**config.mk**
```make
export PLATFORM = sky130hd
export DESIGN_NAME = autoreclose_seq
export DESIGN_NICKNAME = d
export VERILOG_FILES = /design/src/include/recloser_pkg.sv /design/src/rtl/ms_timer.sv /design/src/rtl/autoreclose_seq.sv
export SDC_FILE = /design/constraint.sdc
export NUM_CORES = 1
export LEC_CHECK = 0
export ABC_AREA = 1
export BUFFER_PORTS_ARGS = -buffer_cell sky130_fd_sc_hd__buf_4
export CAP_MARGIN = 20
export CORE_MARGIN = 3
export CORE_UTILIZATION = 55
export DETAILED_ROUTE_END_ITERATION = 12
export PLACE_DENSITY = 0.73
export SLEW_MARGIN = 20
export SYNTH_ARGS = -nofsm -noshare
export SYNTH_HDL_FRONTEND = slang
export SYNTH_SLANG_ARGS = --single-unit
```
**constraint.sdc**
```tcl
create_clock -name i_clk -period 8.85 [get_ports i_clk]
set_input_delay 1.3275 -clock i_clk [delete_from_list [all_inputs] [get_ports i_clk]]
set_output_delay 1.3275 -clock i_clk [all_outputs]
set_load 0.05 [all_outputs]
```
**src/include/recloser_pkg.sv**
```systemverilog
/*
 shared constants and types for the auto-reclose sequencer:
 timing figures, tick derivation, state encoding and carrier structs.
 assumes a 20 mhz system clock and a settings port driven by software.
*/
package recloser_pkg;

   // system clock rate and derived one-millisecond tick
   localparam int unsigned CLK_HZ = 20000000;
   localparam int unsigned TICK_MS = 1;
   localparam int unsigned TICK_CYCLES = CLK_HZ / 1000 * TICK_MS;
   localparam int TICK_W = 15;

   // millisecond timer width: covers 120 s dead time and more
   localparam int MS_W = 20;

   // default timing figures in milliseconds
   localparam logic [MS_W-1:0] DEF_START_MS = 20'd500;
   localparam logic [MS_W-1:0] DEF_DEAD1_MS = 20'd200;
   localparam logic [MS_W-1:0] DEF_DEAD2_MS = 20'd120000;
   localparam logic [MS_W-1:0] DEF_ARC_MS = 20'd200;
   localparam logic [MS_W-1:0] DEF_RECLAIM_MS = 20'd10000;
   localparam logic [MS_W-1:0] DEF_GLOBAL_MS = 20'd10000;

   // register map of the plain settings port
   localparam int ADDR_W = 4;
   localparam logic [ADDR_W-1:0] A_CTRL = 4'h0;
   localparam logic [ADDR_W-1:0] A_STATUS = 4'h1;
   localparam logic [ADDR_W-1:0] A_START1 = 4'h2;
   localparam logic [ADDR_W-1:0] A_DEAD1 = 4'h3;
   localparam logic [ADDR_W-1:0] A_DEAD2 = 4'h4;
   localparam logic [ADDR_W-1:0] A_ARC1 = 4'h5;
   localparam logic [ADDR_W-1:0] A_ARC2 = 4'h6;
   localparam logic [ADDR_W-1:0] A_RECL1 = 4'h7;
   localparam logic [ADDR_W-1:0] A_RECL2 = 4'h8;
   localparam logic [ADDR_W-1:0] A_GLOBAL = 4'h9;

   // control register bit positions
   localparam int C_SHOT2_EN = 0;
   localparam int C_RECUR_LOCK = 1;
   localparam int C_SKIP_GLOBAL = 2;
   localparam int C_MAN_RESET = 3;
   localparam logic [3:0] CTRL_RST = 4'h3;

   // sequencer states, gray along the listed order
   typedef enum logic [3:0] {
      ST_READY = 4'h0,
      ST_START = 4'h1,
      ST_OPEN = 4'h3,
      ST_DEAD = 4'h2,
      ST_CLOSE = 4'h6,
      ST_RECLAIM = 4'h7,
      ST_GLOBAL = 4'h5,
      ST_LOCK = 4'h4
   } seq_state_t;

   // status flags grouped for the status register
   typedef struct packed {
      logic lockout;
      logic global_rec;
      logic second_att;
      logic first_att;
      logic req_pend;
      logic active;
   } seq_flags_t;

   // breaker command pair
   typedef struct packed {
      logic open;
      logic close;
   } brk_cmd_t;

endpackage

```
**src/rtl/ms_timer.sv**
```systemverilog
/*
 ms_timer: millisecond up-counter with run, clear and done compare.
 assumes a one-cycle tick pulse on the same clock; a zero limit is done
 at once, so zero settings bypass the timer.
*/
`timescale 1ns/1ps
`default_nettype none
module ms_timer
(
   // clock and reset
   input wire logic i_clk,
   input wire logic i_rst,
   // control
   input wire logic i_tick,
   input wire logic i_run,
   input wire logic i_clear,
   input wire logic [recloser_pkg::MS_W-1:0] i_limit,
   // result
   output logic o_done
);
   logic [recloser_pkg::MS_W-1:0] cnt_ff;
   logic [recloser_pkg::MS_W-1:0] nxt_cnt;

   // count holds while not running, so arcing time accumulates
   assign nxt_cnt = i_clear ? '0 :
      (i_run && i_tick && !o_done) ? cnt_ff + 1'b1 : cnt_ff;
   assign o_done = (cnt_ff >= i_limit);

   // counter register
   always_ff @(posedge i_clk)
   begin
      if (i_rst)
         cnt_ff <= '0;
      else
         cnt_ff <= nxt_cnt;
   end
endmodule
`default_nettype wire

```
**src/rtl/autoreclose_seq.sv**
```systemverilog
/*
 autoreclose_seq: two-shot auto-reclose sequencer started by the pick-up
 of an overcurrent stage; drives breaker open/close via object control.
 assumes pick-up, closed indication and manual-operation inputs are
 asynchronous pins; settings come over a plain register port.
*/
`timescale 1ns/1ps
`default_nettype none
module autoreclose_seq
(
   // clock and reset
   input wire logic i_clk,
   input wire logic i_rst,
   // stage and breaker pins
   input wire logic i_pickup,
   input wire logic i_brk_closed,
   input wire logic i_manual_op,
   // register port
   input wire logic [recloser_pkg::ADDR_W-1:0] i_addr,
   input wire logic [31:0] i_wdata,
   input wire logic i_wr,
   input wire logic i_rd,
   output logic [31:0] o_rdata,
   // breaker commands and flags
   output recloser_pkg::brk_cmd_t o_cmd,
   output recloser_pkg::seq_flags_t o_flags
);
   localparam int MW = recloser_pkg::MS_W;

   // two-flop synchronisers for the pins
   logic [2:0] sync1_ff;
   logic [2:0] sync2_ff;
   wire pickup = sync2_ff[0];
   wire closed = sync2_ff[1];
   wire manual = sync2_ff[2];

   always_ff @(posedge i_clk)
   begin
      if (i_rst)
      begin
         sync1_ff <= '0;
         sync2_ff <= '0;
      end
      else
      begin
         sync1_ff <= {i_manual_op, i_brk_closed, i_pickup};
         sync2_ff <= sync1_ff;
      end
   end

   // settings registers
   logic [3:0] ctrl_ff;
   logic [MW-1:0] start1_ff, dead1_ff, dead2_ff, arc1_ff, arc2_ff;
   logic [MW-1:0] recl1_ff, recl2_ff, glob_ff;
   logic [31:0] rdata_ff;

   wire shot2_en = ctrl_ff[recloser_pkg::C_SHOT2_EN];
   wire recur_lock = ctrl_ff[recloser_pkg::C_RECUR_LOCK];
   wire skip_glob = ctrl_ff[recloser_pkg::C_SKIP_GLOBAL];
   wire wr_ctrl = i_wr && (i_addr == recloser_pkg::A_CTRL);
   wire man_reset = wr_ctrl && i_wdata[recloser_pkg::C_MAN_RESET];

   // register writes; manual reset bit is a self-clearing pulse
   always_ff @(posedge i_clk)
   begin
      if (i_rst)
      begin
         ctrl_ff <= recloser_pkg::CTRL_RST;
         start1_ff <= recloser_pkg::DEF_START_MS;
         dead1_ff <= recloser_pkg::DEF_DEAD1_MS;
         dead2_ff <= recloser_pkg::DEF_DEAD2_MS;
         arc1_ff <= recloser_pkg::DEF_ARC_MS;
         arc2_ff <= recloser_pkg::DEF_ARC_MS;
         recl1_ff <= recloser_pkg::DEF_RECLAIM_MS;
         recl2_ff <= recloser_pkg::DEF_RECLAIM_MS;
         glob_ff <= recloser_pkg::DEF_GLOBAL_MS;
      end
      else if (i_wr)
      begin
         case (i_addr)
            recloser_pkg::A_CTRL: ctrl_ff <= {1'b0, i_wdata[2:0]};
            recloser_pkg::A_START1: start1_ff <= i_wdata[MW-1:0];
            recloser_pkg::A_DEAD1: dead1_ff <= i_wdata[MW-1:0];
            recloser_pkg::A_DEAD2: dead2_ff <= i_wdata[MW-1:0];
            recloser_pkg::A_ARC1: arc1_ff <= i_wdata[MW-1:0];
            recloser_pkg::A_ARC2: arc2_ff <= i_wdata[MW-1:0];
            recloser_pkg::A_RECL1: recl1_ff <= i_wdata[MW-1:0];
            recloser_pkg::A_RECL2: recl2_ff <= i_wdata[MW-1:0];
            recloser_pkg::A_GLOBAL: glob_ff <= i_wdata[MW-1:0];
            default: ctrl_ff <= ctrl_ff;
         endcase
      end
   end

   // common 1 ms tick
   logic [recloser_pkg::TICK_W-1:0] tick_cnt_ff;
   wire tick = (tick_cnt_ff ==
      recloser_pkg::TICK_W'(recloser_pkg::TICK_CYCLES - 1));

   always_ff @(posedge i_clk)
   begin
      if (i_rst)
         tick_cnt_ff <= '0;
      else
         tick_cnt_ff <= tick ? '0 : tick_cnt_ff + 1'b1;
   end

   // sequencer state and flags
   recloser_pkg::seq_state_t state_ff, nxt_state;
   logic shot2_ff, nxt_shot2;
   logic lock_wait_ff, nxt_lock_wait;
   recloser_pkg::seq_flags_t flags_ff, nxt_flags;
   recloser_pkg::brk_cmd_t cmd_ff, nxt_cmd;

   // timers, loaded from the settings of the active shot
   wire [MW-1:0] dead_lim = shot2_ff ? dead2_ff : dead1_ff;
   wire [MW-1:0] arc_lim = shot2_ff ? arc2_ff : arc1_ff;
   wire [MW-1:0] recl_lim = shot2_ff ? recl2_ff : recl1_ff;
   wire [MW-1:0] main_lim = (state_ff == recloser_pkg::ST_START) ? start1_ff :
      (state_ff == recloser_pkg::ST_DEAD) ? dead_lim :
      (state_ff == recloser_pkg::ST_RECLAIM) ? recl_lim : glob_ff;
   wire main_run = (state_ff == recloser_pkg::ST_START) ||
      (state_ff == recloser_pkg::ST_DEAD) ||
      (state_ff == recloser_pkg::ST_RECLAIM) ||
      (state_ff == recloser_pkg::ST_GLOBAL);
   wire state_chg = (nxt_state != state_ff);
   wire arc_run = (state_ff == recloser_pkg::ST_RECLAIM) && pickup;
   // arcing count clears on every state change, so each reclaim phase starts from zero
   wire arc_clr = state_chg;
   wire main_done;
   wire arc_done;

   ms_timer u_main
   (
      .i_clk(i_clk),
      .i_rst(i_rst),
      .i_tick(tick),
      .i_run(main_run),
      .i_clear(state_chg),
      .i_limit(main_lim),
      .o_done(main_done)
   );

   ms_timer u_arc
   (
      .i_clk(i_clk),
      .i_rst(i_rst),
      .i_tick(tick),
      .i_run(arc_run),
      .i_clear(arc_clr),
      .i_limit(arc_lim),
      .o_done(arc_done)
   );

   // next-state logic
   always_comb
   begin
      nxt_state = state_ff;
      nxt_shot2 = shot2_ff;
      nxt_lock_wait = lock_wait_ff;
      nxt_flags = flags_ff;
      nxt_cmd = cmd_ff;
      case (state_ff)
         recloser_pkg::ST_READY:
         begin
            if (pickup)
            begin
               nxt_flags.req_pend = 1'b1;
               nxt_flags.first_att = 1'b1;
               nxt_shot2 = 1'b0;
               nxt_state = recloser_pkg::ST_START;
            end
         end
         recloser_pkg::ST_START:
         begin
            if (!pickup)
            begin
               nxt_flags = '0;
               nxt_state = recloser_pkg::ST_READY;
            end
            else if (main_done)
            begin
               nxt_flags.active = 1'b1;
               nxt_cmd.open = 1'b1;
               nxt_state = recloser_pkg::ST_OPEN;
            end
         end
         recloser_pkg::ST_OPEN:
         begin
            if (!closed && !pickup)
            begin
               nxt_cmd.open = 1'b0;
               nxt_state = recloser_pkg::ST_DEAD;
            end
         end
         recloser_pkg::ST_DEAD:
         begin
            if (main_done)
            begin
               nxt_cmd.close = 1'b1;
               nxt_state = recloser_pkg::ST_CLOSE;
            end
         end
         recloser_pkg::ST_CLOSE:
         begin
            if (closed)
            begin
               nxt_cmd.close = 1'b0;
               nxt_state = recloser_pkg::ST_RECLAIM;
            end
         end
         recloser_pkg::ST_RECLAIM:
         begin
            // arcing runs beside reclaim and wins on the same cycle
            if (arc_done && pickup)
            begin
               if (shot2_en && !shot2_ff)
               begin
                  nxt_flags.first_att = 1'b0;
                  nxt_flags.second_att = 1'b1;
                  nxt_shot2 = 1'b1;
                  nxt_cmd.open = 1'b1;
                  nxt_state = recloser_pkg::ST_OPEN;
               end
               else
               begin
                  nxt_flags = '0;
                  nxt_flags.lockout = 1'b1;
                  nxt_cmd.open = 1'b1;
                  nxt_lock_wait = 1'b0;
                  nxt_state = recloser_pkg::ST_LOCK;
               end
            end
            else if (main_done)
            begin
               nxt_flags = '0;
               if (skip_glob)
                  nxt_state = recloser_pkg::ST_READY;
               else
               begin
                  nxt_flags.global_rec = 1'b1;
                  nxt_state = recloser_pkg::ST_GLOBAL;
               end
            end
         end
         recloser_pkg::ST_GLOBAL:
         begin
            if (pickup && recur_lock)
            begin
               nxt_flags = '0;
               nxt_flags.lockout = 1'b1;
               nxt_cmd.open = 1'b1;
               nxt_lock_wait = 1'b0;
               nxt_state = recloser_pkg::ST_LOCK;
            end
            else if (main_done)
            begin
               nxt_flags.global_rec = 1'b0;
               nxt_state = recloser_pkg::ST_READY;
            end
         end
         recloser_pkg::ST_LOCK:
         begin
            // open held only until the breaker reports open
            if (!closed)
               nxt_cmd.open = 1'b0;
            if (man_reset)
               nxt_lock_wait = 1'b1;
            // a pending open must finish first, so that after a commanded open only a
            // fresh close by the operator re-arms the sequencer
            if (lock_wait_ff && closed && !pickup && !cmd_ff.open)
            begin
               nxt_flags.lockout = 1'b0;
               nxt_lock_wait = 1'b0;
               nxt_state = recloser_pkg::ST_READY;
            end
         end
         default:
         begin
            nxt_flags = '0;
            nxt_cmd = '0;
            nxt_state = recloser_pkg::ST_READY;
         end
      endcase
      // manual breaker operation during a sequence aborts it
      if (manual && (state_ff != recloser_pkg::ST_READY) &&
          (state_ff != recloser_pkg::ST_LOCK))
      begin
         nxt_flags = '0;
         nxt_flags.lockout = 1'b1;
         nxt_cmd = '0;
         nxt_lock_wait = 1'b0;
         nxt_state = recloser_pkg::ST_LOCK;
      end
   end

   // state registers
   always_ff @(posedge i_clk)
   begin
      if (i_rst)
      begin
         state_ff <= recloser_pkg::ST_READY;
         shot2_ff <= 1'b0;
         lock_wait_ff <= 1'b0;
         flags_ff <= '0;
         cmd_ff <= '0;
      end
      else
      begin
         state_ff <= nxt_state;
         shot2_ff <= nxt_shot2;
         lock_wait_ff <= nxt_lock_wait;
         flags_ff <= nxt_flags;
         cmd_ff <= nxt_cmd;
      end
   end

   // read decode; unmapped addresses read zero
   wire [31:0] status_word = {22'h0, state_ff, flags_ff};
   wire [31:0] rd_mux =
      (i_addr == recloser_pkg::A_CTRL) ? {28'h0, ctrl_ff} :
      (i_addr == recloser_pkg::A_STATUS) ? status_word :
      (i_addr == recloser_pkg::A_START1) ? {12'h0, start1_ff} :
      (i_addr == recloser_pkg::A_DEAD1) ? {12'h0, dead1_ff} :
      (i_addr == recloser_pkg::A_DEAD2) ? {12'h0, dead2_ff} :
      (i_addr == recloser_pkg::A_ARC1) ? {12'h0, arc1_ff} :
      (i_addr == recloser_pkg::A_ARC2) ? {12'h0, arc2_ff} :
      (i_addr == recloser_pkg::A_RECL1) ? {12'h0, recl1_ff} :
      (i_addr == recloser_pkg::A_RECL2) ? {12'h0, recl2_ff} :
      (i_addr == recloser_pkg::A_GLOBAL) ? {12'h0, glob_ff} : 32'h0;

   always_ff @(posedge i_clk)
   begin
      if (i_rst)
         rdata_ff <= '0;
      else
         rdata_ff <= i_rd ? rd_mux : 32'h0;
   end

   assign o_rdata = rdata_ff;
   assign o_cmd = cmd_ff;
   assign o_flags = flags_ff;
endmodule
`default_nettype wire

```
### After elaboration in Yosys (flattened, before gate mapping)

Index checks and enable logic that the tools add are counted.

* register bits after elaboration: 270
* input bits: 43
* output and inout bits: 40
* logic and storage cells: 211

* add/sub/neg operators: 3
* magnitude comparators: 2
* equal/unequal tests: 42
* multiplexer cells: 68
* bitwise logic cells: 5
* reduce and logical (&&, ||, !) cells: 61

Operators by type and width (count)
* $mux W20: 14
* $mux W4: 13
* $add A20 B1 Y20 const B: 2
* $ge A20 B20 Y1: 2
* $eq A4 B3 Y1 const B: 8
* $pmux W4 S8: 1
* $mux W1: 20
* $reduce_and A5 Y1: 4
* $mux W6: 3
* $reduce_and A2 Y1: 9
* $eq A4 B2 Y1 const B: 4
* $logic_and A1 B1 Y1: 16
* $add A15 B1 Y15 const B: 1
* $eq A15 B15 Y1 const B: 1
* $ne A2 B2 Y1 const B: 7
* $ne A2 B1 Y1 const B: 6
* $reduce_and A6 Y1: 2
* $reduce_or A4 Y1: 3
* $reduce_or A11 Y1: 1
* $mux W10: 1
* $pmux W2 S5: 1
* $mux W3: 3
* $ne A3 B1 Y1 const B: 3
* $ne A3 B3 Y1 const B: 3
* other kinds (28): 53

### Depth between registers and ports, before layout

* word-level depth: 11
* mapped depth: 31
* depth with buffers taken out: 28

### Cells and area by module

Synthesis repeated with hierarchy kept, for this count alone.

* cell total of the unflattened synthesis: 2146
* area total of the unflattened synthesis: 14069.7 um^2

By module, submodules not included
* autoreclose_seq: times used 1, cells an instance 1588, area each 10526.3 um^2, sequential area each 4364.2 um^2
* ms_timer: times used 2, cells an instance 279, area each 1771.7 um^2, sequential area each 400.4 um^2

### Worst setup path before layout

No wires, ideal clock.

* path type: reg-to-reg
* start: register state_ff[2]
* end: register u_arc.cnt_ff[1] in the netlist's numbering
* library setup time: 0.117 ns
* arrival: 3.277 ns
* data required time: 8.733 ns
* slack: 5.457 ns
* stages on the path, launching flop included: 27
* path buffers: 3
* clock period less this slack: 3.393 ns
* path through: dfxtp_1 inv_2 nor2_2 inv_2 nor2_4 clkbuf_1 clkbuf_1 o21ai_0 o21ai_0 o21ai_0 ha_1 nand2_1 nor2_2 nand2_1 nor2_1 nand2_1 nand4_4 nor2_1 a21oi_4 nand3_2 nand2_1 nand2_1 nand2_1 inv_2 nand3_4 buf_6 nor2_2

* cells in the longest elaborated chain, start to end: 11
* elaborated cells between the ends (all ways): 34
* those cells by class: 1 x order compare; 9 x eq/ne; 16 x mux; 8 x reduce/logical

RTL lines
* start: declaration: RTL line autoreclose_seq.sv:109 `recloser_pkg::seq_state_t state_ff, nxt_state;`
* start signal: assignment: RTL line autoreclose_seq.sv:302 `state_ff <= recloser_pkg::ST_READY;`
* start signal: assignment: RTL line autoreclose_seq.sv:310 `state_ff <= nxt_state;`
* $eq A4 B3 Y1: RTL line autoreclose_seq.sv:121, autoreclose_seq.sv:127, autoreclose_seq.sv:163
* $mux W20: RTL line autoreclose_seq.sv:121 `(state_ff == recloser_pkg::ST_RECLAIM) ? recl_lim : glob_ff;`
* $mux W20: RTL line autoreclose_seq.sv:120 `(state_ff == recloser_pkg::ST_DEAD) ? dead_lim :`
* $mux W20: RTL line autoreclose_seq.sv:119 `wire [MW-1:0] main_lim = (state_ff == recloser_pkg::ST_START) ? start1_ff :`
* $ge A20 B20 Y1: RTL line ms_timer.sv:27 `assign o_done = (cnt_ff >= i_limit);`
* $mux W4 (on tied branches): RTL line autoreclose_seq.sv:256, autoreclose_seq.sv:181, autoreclose_seq.sv:234
* $mux W4 (on tied branches): RTL line autoreclose_seq.sv:248, autoreclose_seq.sv:176, autoreclose_seq.sv:215
* $pmux W4 S8: RTL line autoreclose_seq.sv:163 `case (state_ff)`
* $mux W4: RTL line autoreclose_seq.sv:286 `if (manual && (state_ff != recloser_pkg::ST_READY) &&`
* $ne A4 B4 Y1: RTL line autoreclose_seq.sv:126 `wire state_chg = (nxt_state != state_ff);`
* $reduce_or A2 Y1 (no line)
* end signal: assignment: RTL line ms_timer.sv:35 `cnt_ff <= nxt_cnt;`
* end: declaration: RTL line ms_timer.sv:21 `logic [recloser_pkg::MS_W-1:0] cnt_ff;`

Parallel ways exist; a longest one is shown, timed or not.
A chain may end at the register's enable or synchronous reset.

### Worst setup path after layout

* start: register state_ff[1]
* end: register u_arc.cnt_ff[13] in the netlist's numbering

The elaborated chain is that of the path after synthesis.

==> results.txt <==
status - finished, final reports clean
Layout area overhead - 10.5%
first-pass GRT wire length - 65,800 um
Clk pwr share - 47.0%
die area - 0.0271 mm^2
min-delay src - sync1_ff[0]
dominant cell type by area after synthesis - dfxtp_1
Switching Fraction - 24.6%
Worst Path Required - 9.31 ns
Worst path max stage delay - 0.56 ns
sequential area share after synthesis - 37.3%
Highest Clock Rate - 0.185 GHz
DRT antenna net count - 0
Die H - 165 um
crit path DAT - 5.85 ns
IO buf count - 58
vias in the first global route - 12,200
relative slew slack - 17.1%
Tcrit/Tclk final - 61.0%
Worst-path clk slew - 0.06 ns
Max Clock Skew - 0.0241 ns
core area - 0.0245 mm^2
Final Hold Fails - 0
share of total power in sequential cells - 45.9%
final max-slew violation count - 0
VDD IR-drop max - 0.163 mV
reg2reg end - u_arc.cnt_ff[13]
share of layout cells above drive strength 1 - 9.29%
nets - 2,132
Gate power share - 7.1%
Skew-Pair Late Insertion Delay - 0.56 ns
Iter 0 DRT Violations - 1,396
Max Cap Viol - 0
critical path's most frequent cell - nand2_1
Worst R2R Setup Slack - 3.45 ns
via count - 13,500
launching point of the worst reg2reg path - state_ff[1]
vias per cell - 5.63
share of the synthesized area in the top cell type - 37.3%
Hold Path End - sync2_ff[0]
number of enable flip-flop cells after synthesis - 0
yosys warns - 0
Synth Register Bits - 258
CP startpoint kind - flip-flop
P_int - 1970 uW
Critical Path End Type - flip-flop
Post-CTS Hold Buffers - 0
Mean Syn Cell Area - 6.77 um^2
crit-path leading delay family - simple AND/OR/NAND/NOR gates
register area - 0.00517 mm^2
Setup TNS - 0 ns
worst-path cell with the longest stage delay - dfxtp_1
Resize count post-CTS - 0
Clock Tree Buf Depth - 3
detailed-route DRC error count - 0
Overflow after GRT - 0
HPWL Detailed - 28,000 um
Worst-Margin Slew - 1.24 ns
drt total wl - 42,400 um
fill cell count - 2,291
minimum clock period - 5.40 ns
FF-to-FF path depth - 27
mapped cell area - 0.0139 mm^2
leakage power - 0.00617 uW
worst hold path type - flip-flop to flip-flop
initial antenna violation count - 1
Multi-input gate area - 0.00716 mm^2
Synth Instances - 2,045
wire per inst - 17.7 um
drt pass-1 iters - 6
RSZ-0062 raised after global routing - no
Main synth FF type - dfxtp_1
Bufs and invs on worst path - 7
htree depth - 1
Root Buffer - clkbuf_16
TritonCTS Sinks - 258
GRT Util Overall - 30.7%
pin count of the biggest net entering global routing - 94
row count - 57
synth top area cells - dfxtp_1 37%, nand2_1 10%, o21ai_0 9.9%, inv_1 7.4%, a21oi_1 7.0%
Setup Viol. Count Final - 0
utilization after layout - 62.4%
# Post-CTS Setup Buffers - 0
ant diodes - 0
Initial Util - 56.5%
Total Power - 2610 uW
total CTS buffers - 28
Max FO, Critical Path - 40
gp weighted congestion - 0.930
Die X - 165 um
Power Density - 170 mW/mm^2
io pins - 83
Psw - 643 uW
WHS Path Cells - 2
CTS tree - built
Netlist cell types - 45
critical path class - flip-flop to flip-flop
asr flop ratio synth - 0%
## through the flow
stage                     setup slack [ns]  area (um^2)  hold WS, ns  instances
after global placement                3.65        14300        0.395       2339
after floorplan                       5.46        13900        0.388       2057
after detailed placement              3.58        14300        0.395       2340
after CTS                             3.58        15300        0.404       2390
final                                 3.45        15300        0.401       2390
after global routing                  3.10        15300        0.427       2390
## worst min-delay path, delay by kind of cell, from the launching register on
kind	cells	cell delay, ns
buf+inv	1	0.04
flops	1	0.30
simple gates	1	0.03
## worst max path at each step
stage | start | endpoint | slack, ns | cells after the start
after detailed placement | state_ff[1] | u_arc.cnt_ff[10] | 3.58 | 27
after global placement | state_ff[1] | u_arc.cnt_ff[17] | 3.65 | 27
after global routing | state_ff[1] | u_arc.cnt_ff[13] | 3.10 | 27
final | state_ff[1] | u_arc.cnt_ff[13] | 3.45 | 27
after CTS | state_ff[1] | u_arc.cnt_ff[13] | 3.58 | 27
after floorplan | state_ff[2] | u_arc.cnt_ff[1] | 5.46 | 26
## state kept, by name (all words and copies together) (netlist names), 3 cells and up
signal	count
arc1_ff	20
arc2_ff	20
dead1_ff	20
dead2_ff	20
glob_ff	20
o_rdata	20
recl1_ff	20
recl2_ff	20
start1_ff	20
u_arc.cnt_ff	20
u_main.cnt_ff	20
tick_cnt_ff	15
o_flags	6
state_ff	4
ctrl_ff	3
sync1_ff	3
sync2_ff	3
## power by group through the flow
stage / combinational, uW / sequential (uW) / clock, uW
after floorplan: 114 / 1230 / 0
after global placement: 178 / 1220 / 0
after detailed placement: 181 / 1220 / 0
after CTS: 181 / 1200 / 1240
after global routing: 202 / 1200 / 1270
final: 186 / 1200 / 1230
## kinds of logic (layout without fill, tap and decap cells)
family,count (synthesis),count (layout),synth area share [%]
AO/OA/AOI/OAI,552,552,21.4
adder cells (fa/ha/maj),43,43,3.88
XOR/XNOR,38,38,2.40
flip-flops,258,258,37.3
AND/OR/NAND/NOR,754,754,23.5
multiplexers,2,2,0.145
buffers and inverters,397,406,11.4
other,1,13,0.0271
## per-layer routing
layer  GRT usage (%)  wire length (um)  vias to the layer above
li1                -                 -                     6637
met1            42.8             18200                     6118
met2            48.6             18900                      600
met3            5.17              3900                      108
met4            9.72              1420                        2
met5               0                13                        -
## cell usage in the layout, fill, tap and decap left out, drive strengths merged, types with 11 or more instances in the layout
master     n
a211oi    20
a21oi    195
buf       68
clkbuf    39
clkinv    13
conb      13
dfxtp    258
ha        43
inv      281
nand2    384
nand3     60
nand4     21
nor2     246
nor3      23
nor4      12
o2111ai   11
o211ai    17
o21ai    275
o22ai     20
xnor2     20
xor2      18
## synthesized netlist by cell type (2+ instances only)
cell	number
nor2_1	192
nor2_4	3
clkbuf_1	83
nand2_2	2
o21ai_0	275
nand4_1	19
xor2_1	18
xnor2_1	20
o2111ai_1	11
o211ai_1	17
buf_2	3
clkinv_1	5
a21oi_1	194
buf_1	6
o221ai_1	2
nor3b_1	7
a211oi_1	20
ha_1	43
a22oi_1	2
inv_2	11
nand2_1	381
nor3_1	22
nor2_2	51
dfxtp_1	258
o22ai_1	20
mux2i_1	2
a31oi_1	4
buf_6	4
a41oi_1	2
nand3_1	58
o21bai_1	2
nor4_1	12
inv_1	272
buf_4	13
## final cells by class
type	count	share of cell area (%)
Multi-Input combinational cell	1402	46.8
Clock buffer	39	5.37
Inverter	288	7.07
Tap cell	324	2.65
Sequential cell	258	33.8
Clock inverter	11	0.956
Timing Repair Buffer	68	3.38
Power figures use the tool's default switching activity.
